[config.mk]
export PLATFORM = sky130hd
export DESIGN_NAME = boost_setpoint_pin_enable_regs
export DESIGN_NICKNAME = d
export VERILOG_FILES = /design/src/hdl/boost_regs_pkg.sv /design/src/hdl/pin_sync.sv /design/src/hdl/boost_setpoint_pin_enable_regs.sv
export VERILOG_INCLUDE_DIRS = /design/src /design/src/hdl
export SDC_FILE = /design/constraint.sdc
export NUM_CORES = 1
export LEC_CHECK = 0
export ABC_AREA = 1
export BUFFER_PORTS_ARGS = -buffer_cell sky130_fd_sc_hd__buf_2
export CAP_MARGIN = 20
export CORE_MARGIN = 2
export CORE_UTILIZATION = 35
export CTS_CLUSTER_SIZE = 20
export DETAILED_ROUTE_END_ITERATION = 8
export GPL_TIMING_DRIVEN = 0
export HOLD_SLACK_MARGIN = 0.05
export SYNTH_ARGS = -nofsm -noshare
export SYNTH_HDL_FRONTEND = slang
export SYNTH_SLANG_ARGS = --single-unit
[constraint.sdc]
create_clock -name ref_clk -period 4.1 [get_ports ref_clk]
set_input_delay 0.82 -clock ref_clk [delete_from_list [all_inputs] [get_ports ref_clk]]
set_output_delay 0.82 -clock ref_clk [all_outputs]
set_load 0.03 [all_outputs]
[src/hdl/boost_regs_defines.svh]
`ifndef BOOST_REGS_DEFINES_SVH
`define BOOST_REGS_DEFINES_SVH

// register offsets on the internal register port
`define BOOST_ISET_ADDR   8'h64
`define BOOST_VSET_ADDR   8'h65
`define BOOST_MASK_ADDR   8'h66

// reset values
`define BOOST_ISET_RST    8'h00
`define BOOST_VSET_RST    8'h00
`define BOOST_MASK_RST    8'h00

// field positions
`define LUT_DIS_BIT       7
`define PEAK_MSB          3
`define VOLT_MSB          5

// sequencing and enable-selection decodes
`define SEQ_PIN_CTRL      3'h7
`define EN_SEL_OFF        2'h0
`define EN_SEL_ON         2'h1
`define EN_SEL_PINS       2'h2

// scale of the two codes
`define PEAK_BASE_MA      9'h064
`define PEAK_STEP_MA      9'h019
`define VOLT_BASE_MV      15'h1388
`define VOLT_STEP_MV      15'h00fa

`endif

[src/hdl/boost_regs_pkg.sv]
package boost_regs_pkg;
  typedef logic [7:0] reg_byte_t;
  typedef logic [3:0] peak_code_t;
  typedef logic [5:0] volt_code_t;
endpackage

[src/hdl/pin_sync.sv]
`timescale 1ns/1ps
// three-stage synchroniser; a change is accepted once stages two and three
// agree, so a single-cycle glitch that reaches stage two is dropped
module pin_sync #(
  parameter int WIDTH = 8
) (
  input  wire logic             ref_clk,
  input  wire logic             rst,
  input  wire logic [WIDTH-1:0] pinIn,
  output logic      [WIDTH-1:0] pinLevel
);
  logic [WIDTH-1:0] stage1;
  logic [WIDTH-1:0] stage2;
  logic [WIDTH-1:0] stage3;
  logic [WIDTH-1:0] next_pinLevel;

  if (WIDTH < 1) begin : g_bad_width
    $error("pin_sync: WIDTH must be at least 1");
  end

  always_comb begin
    for (int i = 0; i < WIDTH; i++) begin
      next_pinLevel[i] = (stage2[i] == stage3[i]) ? stage3[i] : pinLevel[i];
    end
  end

  always_ff @(posedge ref_clk or posedge rst) begin
    if (rst) begin
      stage1   <= '0;
      stage2   <= '0;
      stage3   <= '0;
      pinLevel <= '0;
    end else begin
      stage1   <= pinIn;
      stage2   <= stage1;
      stage3   <= stage2;
      pinLevel <= next_pinLevel;
    end
  end
endmodule

[src/hdl/boost_setpoint_pin_enable_regs.sv]
// Operation
// RULE1: peak code 3:0, 100mA plus 25mA per step
// RULE2: programmed peak code used only when lookup disabled
// RULE3: voltage code 5:0, 5V plus 250mV per step
// RULE4: software keeps voltage codes at or below 111100
// RULE5: mask bit n selects multipurpose pin n
// RULE6: mask counts only with sequencing 111, selection 10
// RULE7: selected pins combine by logical OR
// RULE8: selection 00 off, 01 on, 10 pins, 11 reserved
// RULE9: lookup table when disable clear, else code
// RULE10: unused bits read zero; fields read back writes
`timescale 1ns/1ps
`include "boost_regs_defines.svh"
module boost_setpoint_pin_enable_regs
  import boost_regs_pkg::*;
#(
  parameter int PINS = 8
) (
  input  wire logic            ref_clk,
  input  wire logic            rst,
  input  wire logic            regWrite,
  input  wire logic            regRead,
  input  wire logic [7:0]      regAddr,
  input  wire logic [7:0]      regWdata,
  output logic      [7:0]      regRdata,
  input  wire logic [2:0]      sequencing_field,
  input  wire logic [1:0]      enable_selection_field,
  input  wire logic            seqEnable,
  input  wire logic [3:0]      lookupCode,
  input  wire logic [PINS-1:0] multipurpose_pin,
  output logic                 boostEnable,
  output logic      [3:0]      effPeakCode,
  output logic      [8:0]      peakCurrentMa,
  output logic      [5:0]      output_voltage_code,
  output logic      [14:0]     outputVoltageMv
);
  if (PINS != 8) begin : g_bad_pins
    $error("boost_setpoint_pin_enable_regs: PINS must be 8");
  end

  reg_byte_t        peakReg;
  reg_byte_t        voltReg;
  reg_byte_t        maskReg;
  logic [PINS-1:0]  pinLevel;

  reg_byte_t        next_peakReg;
  reg_byte_t        next_voltReg;
  reg_byte_t        next_maskReg;
  reg_byte_t        next_regRdata;
  logic             next_boostEnable;
  peak_code_t       next_effPeakCode;
  logic [8:0]       next_peakCurrentMa;
  volt_code_t       next_output_voltage_code;
  logic [14:0]      next_outputVoltageMv;

  pin_sync #(
    .WIDTH (PINS)
  ) u_pin_sync (
    .ref_clk  (ref_clk),
    .rst      (rst),
    .pinIn    (multipurpose_pin),
    .pinLevel (pinLevel)
  );

  // register file: writes land at the edge, reads are answered one cycle on
  always_comb begin
    next_peakReg  = peakReg;
    next_voltReg  = voltReg;
    next_maskReg  = maskReg;
    next_regRdata = 8'h00;
    if (regWrite) begin
      case (regAddr)
        `BOOST_ISET_ADDR: begin
          next_peakReg = {regWdata[`LUT_DIS_BIT], 3'h0,
                          regWdata[`PEAK_MSB:0]}; // RULE10
        end
        `BOOST_VSET_ADDR: begin
          next_voltReg = {2'h0, regWdata[`VOLT_MSB:0]}; // RULE10
        end
        `BOOST_MASK_ADDR: begin
          next_maskReg = regWdata;
        end
        default: begin
          next_maskReg = maskReg;
        end
      endcase
    end
    if (regRead) begin
      case (regAddr)
        `BOOST_ISET_ADDR: next_regRdata = peakReg;
        `BOOST_VSET_ADDR: next_regRdata = voltReg;
        `BOOST_MASK_ADDR: next_regRdata = maskReg;
        default:          next_regRdata = 8'h00;
      endcase
    end
  end

  always_ff @(posedge ref_clk or posedge rst) begin
    if (rst) begin
      peakReg  <= `BOOST_ISET_RST;
      voltReg  <= `BOOST_VSET_RST;
      maskReg  <= `BOOST_MASK_RST;
      regRdata <= 8'h00;
    end else begin
      peakReg  <= next_peakReg;
      voltReg  <= next_voltReg;
      maskReg  <= next_maskReg;
      regRdata <= next_regRdata;
    end
  end

  // regulator controls; reserved voltage codes pass through untouched,
  // software is trusted to stay within range
  always_comb begin
    next_effPeakCode = peakReg[`LUT_DIS_BIT] ? peakReg[`PEAK_MSB:0]
                                             : lookupCode; // RULE2 RULE9
    next_peakCurrentMa = `PEAK_BASE_MA
                       + `PEAK_STEP_MA * 9'(next_effPeakCode); // RULE1
    next_output_voltage_code = voltReg[`VOLT_MSB:0]; // RULE4
    next_outputVoltageMv = `VOLT_BASE_MV
                         + `VOLT_STEP_MV
                         * 15'(next_output_voltage_code); // RULE3
    if (sequencing_field == `SEQ_PIN_CTRL) begin
      case (enable_selection_field) // RULE8
        `EN_SEL_OFF:  next_boostEnable = 1'b0;
        `EN_SEL_ON:   next_boostEnable = 1'b1;
        `EN_SEL_PINS: next_boostEnable = |(maskReg & pinLevel); // RULE5 RULE7
        default:      next_boostEnable = 1'b0;
      endcase
    end else begin
      // the boot sequencer owns the enable; the mask plays no part
      next_boostEnable = seqEnable; // RULE6
    end
  end

  always_ff @(posedge ref_clk or posedge rst) begin
    if (rst) begin
      boostEnable         <= 1'b0;
      effPeakCode         <= 4'h0;
      peakCurrentMa       <= `PEAK_BASE_MA;
      output_voltage_code <= 6'h00;
      outputVoltageMv     <= `VOLT_BASE_MV;
    end else begin
      boostEnable         <= next_boostEnable;
      effPeakCode         <= next_effPeakCode;
      peakCurrentMa       <= next_peakCurrentMa;
      output_voltage_code <= next_output_voltage_code;
      outputVoltageMv     <= next_outputVoltageMv;
    end
  end
endmodule

-- Word level (Yosys, flattened, before mapping)
Index checks and enable logic that the tools add are counted.
- register bits after elaboration: 94
- bits in latches: 0
- memory bits (writable): 0
- ROM bits: 0
- input port bits: 38
- output and inout port bits: 43
- logic and storage cells: 48
- memories kept: 0
- add/sub/neg operators: 2
- $mul: 2
- div/mod/pow operators: 0
- order comparisons: 0
- equality and inequality tests: 14
- shift operators: 0
- muxes and demuxes: 5
- bitwise operators: 1
- reduce and logical (&&, ||, !) cells: 4
- operators by type and width (operator ; number):
    $eq A8 B7 Y1 const B ; 3
    $pmux W8 S3 ; 1
    $add A13 B14 Y15 const A ; 1
    $mul A7 B6 Y13 const A ; 1
    $add A7 B9 Y9 const A ; 1
    $mul A5 B4 Y9 const A ; 1
    $and A8 B8 Y8 ; 1
    $eq A1 B1 Y1 ; 8
    $mux W8 ; 1
    $reduce_or A8 Y1 ; 1
    $reduce_and A2 Y1 ; 3
    $mux W4 ; 1
    $eq A3 B3 Y1 const B ; 1
    $eq A2 B1 Y1 const B ; 1
    $eq A2 B2 Y1 const B ; 1
    $pmux W1 S2 ; 1
    $mux W1 ; 1

-- Longest topological paths before layout
Gate-level depths: netlist (run 1).
- depth after elaboration: 4
- mapped depth: 17
- mapped depth without buffers: 17

-- Hierarchy
From an unflattened synthesis (run 1), not the netlist that was laid out.
- cell total of the unflattened synthesis: 453
- area total of the unflattened synthesis: 4518.1 um^2
- by module, submodules not included (module ; times used ; cells an instance ; area an instance (um^2) ; sequential area each (um^2)):
    boost_setpoint_pin_enable_regs ; 1 ; 388 ; 3583.4 ; 1436.4
    pin_sync ; 1 ; 65 ; 934.6 ; 800.8

-- Least setup slack after synthesis (run 1)
No wires, ideal clock.
- path kind: register -> register
- start: register voltReg[3]
- end: register outputVoltageMv[14]
- setup time: 77 ps
- arrival: 3281 ps
- setup slack: 742 ps
- cell stages (with the launch flop): 14
- path buffers: 0
- cells stage by stage: dfrtp_1 > fa_1 > inv_1 > fa_1 > fa_1 > inv_1 > ha_1 > a21oi_1 > nand3_1 > nand2_1 > nand2_1 > nor2_2 > nand2_1 > a21oi_1
- longest elaborated chain between the ends: 2
- ends and longest elaborated chain (what ; line ; text):
    start: declaration ; boost_setpoint_pin_enable_regs.sv:42 ; reg_byte_t voltReg;
    start signal: assignment ; boost_setpoint_pin_enable_regs.sv:101 ; voltReg <= `BOOST_VSET_RST;
    start signal: assignment ; boost_setpoint_pin_enable_regs.sv:106 ; voltReg <= next_voltReg;
    $mul A7 B6 Y13 (no line) ; - ;
    $add A13 B14 Y15 (no line) ; - ;
    net next_outputVoltageMv[14] ; boost_setpoint_pin_enable_regs.sv:54 ; logic [14:0] next_outputVoltageMv;
    end signal: assignment ; boost_setpoint_pin_enable_regs.sv:142 ; outputVoltageMv <= `VOLT_BASE_MV;
    end signal: assignment ; boost_setpoint_pin_enable_regs.sv:148 ; outputVoltageMv <= next_outputVoltageMv;
    end: declaration ; boost_setpoint_pin_enable_regs.sv:35 ; output logic [14:0] outputVoltageMv
The timed path passes the listed nets, and every way through them passes these cells.
A chain may end at the register's enable or synchronous reset.

-- Worst setup path in the final report (run 1)
Ends and elaborated chain as after synthesis.

==> results.yml, run 1 <==
clock_network:
  htree_levels: 3
  cts_tree: "yes"
  post_cts_buffers: 0
  clock_path_buffers: 2
  clk_pin_slew_ps: 60
  hold_buffers: 0
  cts_buffers: 9
  cts.sinks: 89
  clock-root-buffer: "clkbuf_16"
  clock_latency_ps: 350
  post_cts_resized: 0
timing:
  fin_setup_tns_ps: 0
  holdWs_ps: 348
  skew_ps: 9.13
  drv_slew: 0
  finalHoldViolations: 0
  rsz0062_at_grt: "no"
  period_minus_slack_ps: 3660
  fin_ws_ps: 439
  finalSetupViolations: 0
  fin_crit_sh: 0.893
  fmax_mhz: 273
detailed_routing:
  dr.first_iter.drc_count: 159
  vias: 3109
  finalWirelength_um: 8420
  drc_errors: 0
  firstDrtPassIters: 5
  ant_nets: 0
  vias_per_cell: 4.48
  wl_per_cell_um: 12.1
floorplan:
  die_height_um: 116
  die_w_um: 116
  core.rowCount: 40
  core_sq_um: 12100
  num_io_pins: 81
  die-area_sq_um: 13500
  start_util: 0.363
layout:
  design.final.nets: 608
  drive_above_1_share: 0.240
  final_cells: 694
  final_cell_mix: "nand2_1, dfrtp_1, buf_2, inv_1, ha_1"
  fin_util: 0.440
  syn2layout_area_growth_pct: 21.4
  final_common_cell: "nand2_1"
  fin_area_sq_um: 5330
synth:
  yosysUniqueCellTypes: 29
  synth_fp_nets: 517
  synth_cells: 429
  yosysWarnings: 0
  synth.cell_area_sq_um: 4390
  netlist.area_leader.share: 0.461
  ys_seq_area_frac: 0.509
  syn_area_per_cell_sq_um: 10.2
  ys_ff_latch: 89
  ys_top_cells_by_area: "dfrtp_1, ha_1, nand2_1, fa_1, inv_1"
  synthDominantAreaCellType: "dfrtp_1"
run_status:
  status: "finished clean"
power_and_ir_drop:
  ir_drop_mv: 0.181
  finalPower_mw: 3.09
  power.density_nw_per_um2: 580
  p_leak_nw: 2.86
place:
  place_area_sq_um: 5030
  portBuffers: 79
  hpwl_um: 6480
  dp_cells: 677
  post-place-ws_ps: 429
  place_congestion: 0.841
global_route:
  grt_pass1_wl_um: 13800
  antenna_found_initial: 1
  gr-total-overflow: 0
  track_usage: 0.133
  grt_pass1_vias: 2969
  grt_max_degree: 72
setup_path:
  crit_type: "reg -> reg"
  reg2reg_to: "outputVoltageMv[14]"
  path_cells: "fa_1 -> inv_1 -> fa_1 -> fa_1 -> inv_1 -> ha_1 -> a21oi_1 -> nand3_1 -> nand2_1 -> nand2_1 -> nor2_2 -> nand2_1 -> a21oi_1"
  required_ps: 4360
  slowest_stage: "fa_1"
  r2r_slack_ps: 440
  cp-start-kind: "flip-flop"
  path_max_fanout: 8
  crit_arrival_ps: 3920
  r2r-start: "voltReg[3]"
  critPathMaxStageDelay_ps: 650
  crit_start: "voltReg[3]"
  crit_family: "adder cells"
  critPathBufInv: 2
  cp-end-kind: "flip-flop"
  worst-r2r-cell-count: 13
worst_hold_path:
  hold_depth: 0
  min_from: "u_pin_sync.stage1[2]"
  hold_path.class: "reg -> reg"
  hold_path_end: "u_pin_sync.stage2[2]"
run:
  cap_viol_max_count: 0
## cell usage after synthesis
cell type	instances
nand2_1	92
dfrtp_1	81
inv_1	63
ha_1	36
o21ai_0	28
nand3_1	27
fa_1	14
nor2_1	14
a21oi_1	12
dfstp_2	8
maj3_1	8
buf_4	6
nand4_1	5
xnor2_1	5
xor2_1	5
nor2_2	3
o21a_1	3
buf_6	2
clkbuf_1	2
nand2_2	2
nand3_2	2
nor2_4	2
nor3_4	2
o21ai_1	2
conb_1	1
nand2_4	1
nand3b_1	1
o211ai_2	1
or2_4	1
## worst register-to-register path, cell delays in order (launching register included)
cell	delay (ps)
dfrtp_1	520
fa_1	650
inv_1	90
fa_1	460
fa_1	550
inv_1	50
ha_1	340
a21oi_1	280
nand3_1	140
nand2_1	80
nand2_1	80
nor2_2	130
nand2_1	80
a21oi_1	130
## cells by family after synthesis
| logic type | synth area share |
|---|---|
| AO/OA/AOI/OAI | 0.0558 |
| XOR/XNOR | 0.0199 |
| adder cells (fa/ha/maj) | 0.185 |
| buffers and inverters | 0.0709 |
| AND/OR/NAND/NOR | 0.159 |
| other | 0.000853 |
| flip-flops | 0.509 |
## area by class of cell
cell class	count	area, sq um
flip-flops and latches	89	2240
fillers	1193	6780
well taps	168	210
multi-input cells	267	1850
clock buffers	9	225
plain buffers	10	75.1
diodes	2	5.00
inverters	63	239
repair buffers	80	423
clock inverters	6	72.6
## registers in the layout, indices dropped and copies added, names as in the netlist
signal and flops:
voltReg 6, output_voltage_code 6, regRdata 8, peakCurrentMa 9, boostEnable 1, effPeakCode 2
u_pin_sync.stage3 8, u_pin_sync.stage2 8, u_pin_sync.pinLevel 8, u_pin_sync.stage1 8, outputVoltageMv 12, maskReg 8
peakReg 5
## worst max path at each step
stage | end | slack (ps) | cells after the start
2_1_floorplan | outputVoltageMv[14] | 740 | 13
3_3_place_gp | peakCurrentMa[7] | -50 | 2
3_5_place_dp | outputVoltageMv[14] | 430 | 13
4_1_cts | outputVoltageMv[14] | 410 | 13
5_1_grt | outputVoltageMv[14] | 160 | 13
6_report | outputVoltageMv[14] | 440 | 13
## per-layer routing
metal,GRT usage,wire length (um),up-vias
met1,0.181,3900,1457
li1,-,-,1547
met4,0.0587,128,0
met5,0,0,-
met2,0.202,3890,93
met3,0.0329,501,12
## report_power, final
| group | total (mW) | switching, mW | internal (mW) |
|---|---|---|---|
| Clock | 0.834 | 0.356 | 0.477 |
| Combinational | 1.18 | 0.771 | 0.413 |
| Sequential | 1.07 | 0.0446 | 1.03 |
Power figures use the tool's default switching activity.
==> run 2, diff against run 1 <==
--- a/config.mk
+++ b/config.mk
@@ -9,7 +9,7 @@
 export ABC_AREA = 1
 export BUFFER_PORTS_ARGS = -buffer_cell sky130_fd_sc_hd__buf_2
 export CAP_MARGIN = 20
-export CORE_MARGIN = 2
+export CORE_MARGIN = 5
 export CORE_UTILIZATION = 35
 export CTS_CLUSTER_SIZE = 20
 export DETAILED_ROUTE_END_ITERATION = 8
==> results.yml, run 2 (synthesis gave the netlist of run 1 again) <==
timing:
  worst_slew_pin_slew_ps: 514
  period_minus_slack_ps: 3690
  fin_crit_sh: 0.899
  rsz0062_at_grt: "no"
  finalSetupViolations: 0
  fin_ws_ps: 413
  finalHoldViolations: 0
  drv_slew: 0
  relSlewSlack: 0.654
  fmax_mhz: 271
  skew_ps: 5.99
layout:
  design.final.nets: 608
  fin_util: 0.427
  drive_above_1_share: 0.242
  fin_area_sq_um: 5330
  syn2layout_area_growth_pct: 21.2
  largest_register: "outputVoltageMv"
  final_common_cell: "nand2_1"
  final_cell_mix: "nand2_1, dfrtp_1, buf_2, inv_1, ha_1"
  largest_reg_flops: 12
  regArea_sq_um: 2240
  fillCellCount: 1213
  multi_input_area_sq_um: 1850
  diodes: 0
  top_regs: "outputVoltageMv (12), peakCurrentMa (9)"
global_route:
  grt_max_degree: 69
  gr-total-overflow: 0
  track_usage: 0.126
  antenna_found_initial: 1
  grt_pass1_wl_um: 14600
  grt_pass1_vias: 3134
clock_network:
  clock_path_buffers: 2
  post_cts_resized: 0
  clk_pin_slew_ps: 70
  cts_tree: "yes"
  cts.sinks: 89
  htree_levels: 3
  hold_buffers: 0
  post_cts_buffers: 0
  cts_buffers: 9
  clock-root-buffer: "clkbuf_16"
  clock_latency_ps: 340
floorplan:
  die_height_um: 122
  core_sq_um: 12500
  num_io_pins: 81
  die_w_um: 122
  start_util: 0.353
  core.rowCount: 41
  die-area_sq_um: 14900
setup_path:
  crit_type: "reg -> reg"
  cp-start-kind: "flip-flop"
  cp-end-kind: "flip-flop"
  required_ps: 4360
  path_max_fanout: 8
  crit_arrival_ps: 3950
detailed_routing:
  ant_nets: 0
  firstDrtPassIters: 4
  vias_per_cell: 4.48
  vias: 3120
  wl_per_cell_um: 12.5
  finalWirelength_um: 8710
  dr.first_iter.drc_count: 115
  drc_errors: 0
power_and_ir_drop:
  ir_drop_mv: 0.253
  power.switching_mw: 1.16
  internal-power_mw: 1.88
  comb_power_share: 0.391
  power.density_nw_per_um2: 570
  power_frac_seq: 0.353
  clkPwrFrac: 0.256
  p_leak_nw: 2.86
  switching_share: 0.381
place:
  post-place-ws_ps: 419
  hpwl_um: 6940
  place_congestion: 0.904
  portBuffers: 79
  place_area_sq_um: 5030
run:
  cap_viol_max_count: 0
worst_hold_path:
  hold_path.class: "reg -> reg"
run_status:
  status: "finished clean"
==> run 2: layout make-up <==
type                            instances  share of cell area
Timing Repair Buffer                   80              0.0794
Sequential cell                        89               0.420
Inverter                               63              0.0449
Clock buffer                           10              0.0449
Multi-Input combinational cell        267               0.347
Buffer                                 10              0.0141
Clock inverter                          6             0.00963
Tap cell                              172              0.0404
==> run 2: worst paths after layout <==
path	start	slack (ps)	end	cells past startpoint
worst max-delay path	voltReg[3]	410	outputVoltageMv[14]	13
worst min-delay path	u_pin_sync.stage1[4]	350	u_pin_sync.stage2[4]	0
worst max register to register	voltReg[3]	410	outputVoltageMv[14]	13
worst min register to register	u_pin_sync.stage1[4]	350	u_pin_sync.stage2[4]	0
max in group asynchronous	rst	3010	peakCurrentMa[5]	3
min in group asynchronous	rst	430	output_voltage_code[5]	2
==> run 2: stage by stage <==
stage	std cells	TNS [ps]	power, mW	hold slack [ps]
floorplan	429	0	2.01	331
global placement	680	-4500	2.25	331
detailed placement	681	0	2.29	335
CTS	697	0	3.08	350
global route	697	0	3.27	354
finish	697	0	3.03	350
==> run 2: layer usage <==
metal  part of all wire  GRT usage
met5            0.00080          0
met4              0.024     0.0616
met3              0.073     0.0381
met2               0.45      0.193
met1               0.45      0.162
==> run 2: critical path, stage by stage (launching register included) <==
cell and delay [ps]:
dfrtp_1 510, fa_1 640, inv_1 90, fa_1 480, fa_1 540, inv_1 40, ha_1 360, a21oi_1 290
nand3_1 150, nand2_1 80, nand2_1 100, nor2_2 130, nand2_1 80, a21oi_1 120
==> run 2: power by group through the flow <==
stage	Sequential (mW)	Combinational, mW	Clock (mW)
global route	1.09	1.35	0.837
finish	1.07	1.18	0.777
floorplan	1.27	0.740	0
global placement	1.09	1.16	0
detailed placement	1.09	1.19	0
CTS	1.07	1.20	0.810
==> run 3, diff against run 2 <==
--- a/config.mk
+++ b/config.mk
@@ -9,6 +9,7 @@
 export ABC_AREA = 1
 export BUFFER_PORTS_ARGS = -buffer_cell sky130_fd_sc_hd__buf_2
 export CAP_MARGIN = 20
+export CORE_ASPECT_RATIO = 0.7
 export CORE_MARGIN = 5
 export CORE_UTILIZATION = 35
 export CTS_CLUSTER_SIZE = 20
==> constraint.sdc (replaced) <==
create_clock -name ref_clk -period 4.1 [get_ports ref_clk]
set_input_delay 0.615 -clock ref_clk [delete_from_list [all_inputs] [get_ports ref_clk]]
set_output_delay 0.615 -clock ref_clk [all_outputs]
set_load 0.03 [all_outputs]
==> results.yml, run 3 (synthesis gave the netlist of run 1 again) <==
power_and_ir_drop:
  clkPwrFrac: 0.270
  power.switching_mw: 1.15
  p_leak_nw: 2.86
  power.density_nw_per_um2: 579
  finalPower_mw: 3.08
  internal-power_mw: 1.93
  comb_power_share: 0.382
  switching_share: 0.373
  power_frac_seq: 0.348
  ir_drop_mv: 0.221
floorplan:
  die_height_um: 104
  die-area_sq_um: 14900
  start_util: 0.355
  num_io_pins: 81
  core.rowCount: 34
  die_w_um: 144
  core_sq_um: 12400
worst_hold_path:
  hold_path.class: "in -> async"
layout:
  drive_above_1_share: 0.240
  syn2layout_area_growth_pct: 21.3
  largest_register: "outputVoltageMv"
  fin_area_sq_um: 5330
  fin_util: 0.431
  final_common_cell: "nand2_1"
  top_regs: "outputVoltageMv (12), peakCurrentMa (9)"
  design.final.nets: 608
  largest_reg_flops: 12
  final_cells: 688
  final_cell_mix: "nand2_1, dfrtp_1, buf_2, inv_1, ha_1"
  fillCellCount: 1184
clock_network:
  cts_tree: "yes"
  clock_latency_ps: 340
  hold_buffers: 0
  htree_levels: 3
  post_cts_buffers: 0
  cts_buffers: 9
  post_cts_resized: 0
  cts.sinks: 89
  clk_pin_slew_ps: 70
  clock_path_buffers: 2
  clock-root-buffer: "clkbuf_16"
timing:
  fin_ws_ps: 385
  fin_setup_tns_ps: 0
  rsz0062_at_grt: "no"
  holdWs_ps: 228
  skew_ps: 7.37
  period_minus_slack_ps: 3720
  fmax_mhz: 269
  worst_slew_pin_slew_ps: 496
  finalSetupViolations: 0
  drv_slew: 0
  fin_crit_sh: 0.906
  finalHoldViolations: 0
  relSlewSlack: 0.666
detailed_routing:
  wl_per_cell_um: 12.6
  vias_per_cell: 4.44
  ant_nets: 0
  finalWirelength_um: 8660
  firstDrtPassIters: 4
  vias: 3056
  drc_errors: 0
  dr.first_iter.drc_count: 103
setup_path:
  cp-start-kind: "flip-flop"
  crit_family: "adder cells"
  path_cells: "fa_1 -> inv_1 -> fa_1 -> fa_1 -> inv_1 -> ha_1 -> a21oi_1 -> nand3_1 -> nand2_1 -> nand2_1 -> nor2_2 -> nand2_1 -> a21oi_1"
  cp-end-kind: "flip-flop"
  path_max_fanout: 8
  critPathMaxStageDelay_ps: 650
  crit_start: "voltReg[3]"
  r2r-start: "voltReg[3]"
  critPathBufInv: 2
  crit_type: "reg -> reg"
  required_ps: 4350
  crit_arrival_ps: 3970
  slowest_stage: "fa_1"
place:
  place_congestion: 0.818
  dp_cells: 671
  post-place-ws_ps: 395
  place_area_sq_um: 5020
  hpwl_um: 6910
  portBuffers: 79
run_status:
  status: "finished clean"
global_route:
  gr-total-overflow: 0
  grt_pass1_vias: 3041
  antenna_found_initial: 2
  grt_max_degree: 71
  track_usage: 0.124
  grt_pass1_wl_um: 14700
run:
  cap_viol_max_count: 0
run 3: worst paths after layout:
kind,end,slack [ps],cells after the start
worst max register to register,outputVoltageMv[14],380,13
worst min register to register,u_pin_sync.stage2[0],350,0
worst min-delay path,regRdata[4],230,2
max in group asynchronous,peakCurrentMa[2],3220,3
worst max-delay path,outputVoltageMv[14],380,13
min in group ref_clk,u_pin_sync.stage2[0],350,0
run 3: power groups by stage:
stage | clock network (mW) | registers, mW | logic, mW
floorplan | 0 | 1.27 | 0.740
global placement | 0 | 1.09 | 1.16
detailed placement | 0 | 1.09 | 1.19
CTS | 0.857 | 1.08 | 1.20
global route | 0.897 | 1.09 | 1.35
finish | 0.833 | 1.07 | 1.18
run 3: cell type report:
| type | instances | area (sq um) | area share |
|---|---|---|---|
| Clock inverter | 5 | 62.6 | 0.0117 |
| Tap cell | 162 | 203 | 0.0380 |
| Timing Repair Buffer | 80 | 423 | 0.0793 |
| Multi-Input combinational cell | 267 | 1850 | 0.346 |
| Buffer | 10 | 75.1 | 0.0141 |
| Sequential cell | 89 | 2240 | 0.420 |
| Antenna cell | 1 | 2.50 | 0.000469 |
| Inverter | 63 | 239 | 0.0448 |
| Clock buffer | 11 | 243 | 0.0455 |
run 3: worst register-to-register path: stages (launching register included):
cell and delay, ps:
dfrtp_1 520, fa_1 660, inv_1 90, fa_1 460, fa_1 540, inv_1 40, ha_1 340, a21oi_1 300
nand3_1 140, nand2_1 80, nand2_1 80, nor2_2 130, nand2_1 90, a21oi_1 150
run 3: layer usage:
metal	vias up	global-route usage	routed length, um
met5	-	0	13
met3	11	0.0396	656
li1	1545	-	-
met2	82	0.172	3590
met1	1416	0.182	4290
met4	2	0.0403	106
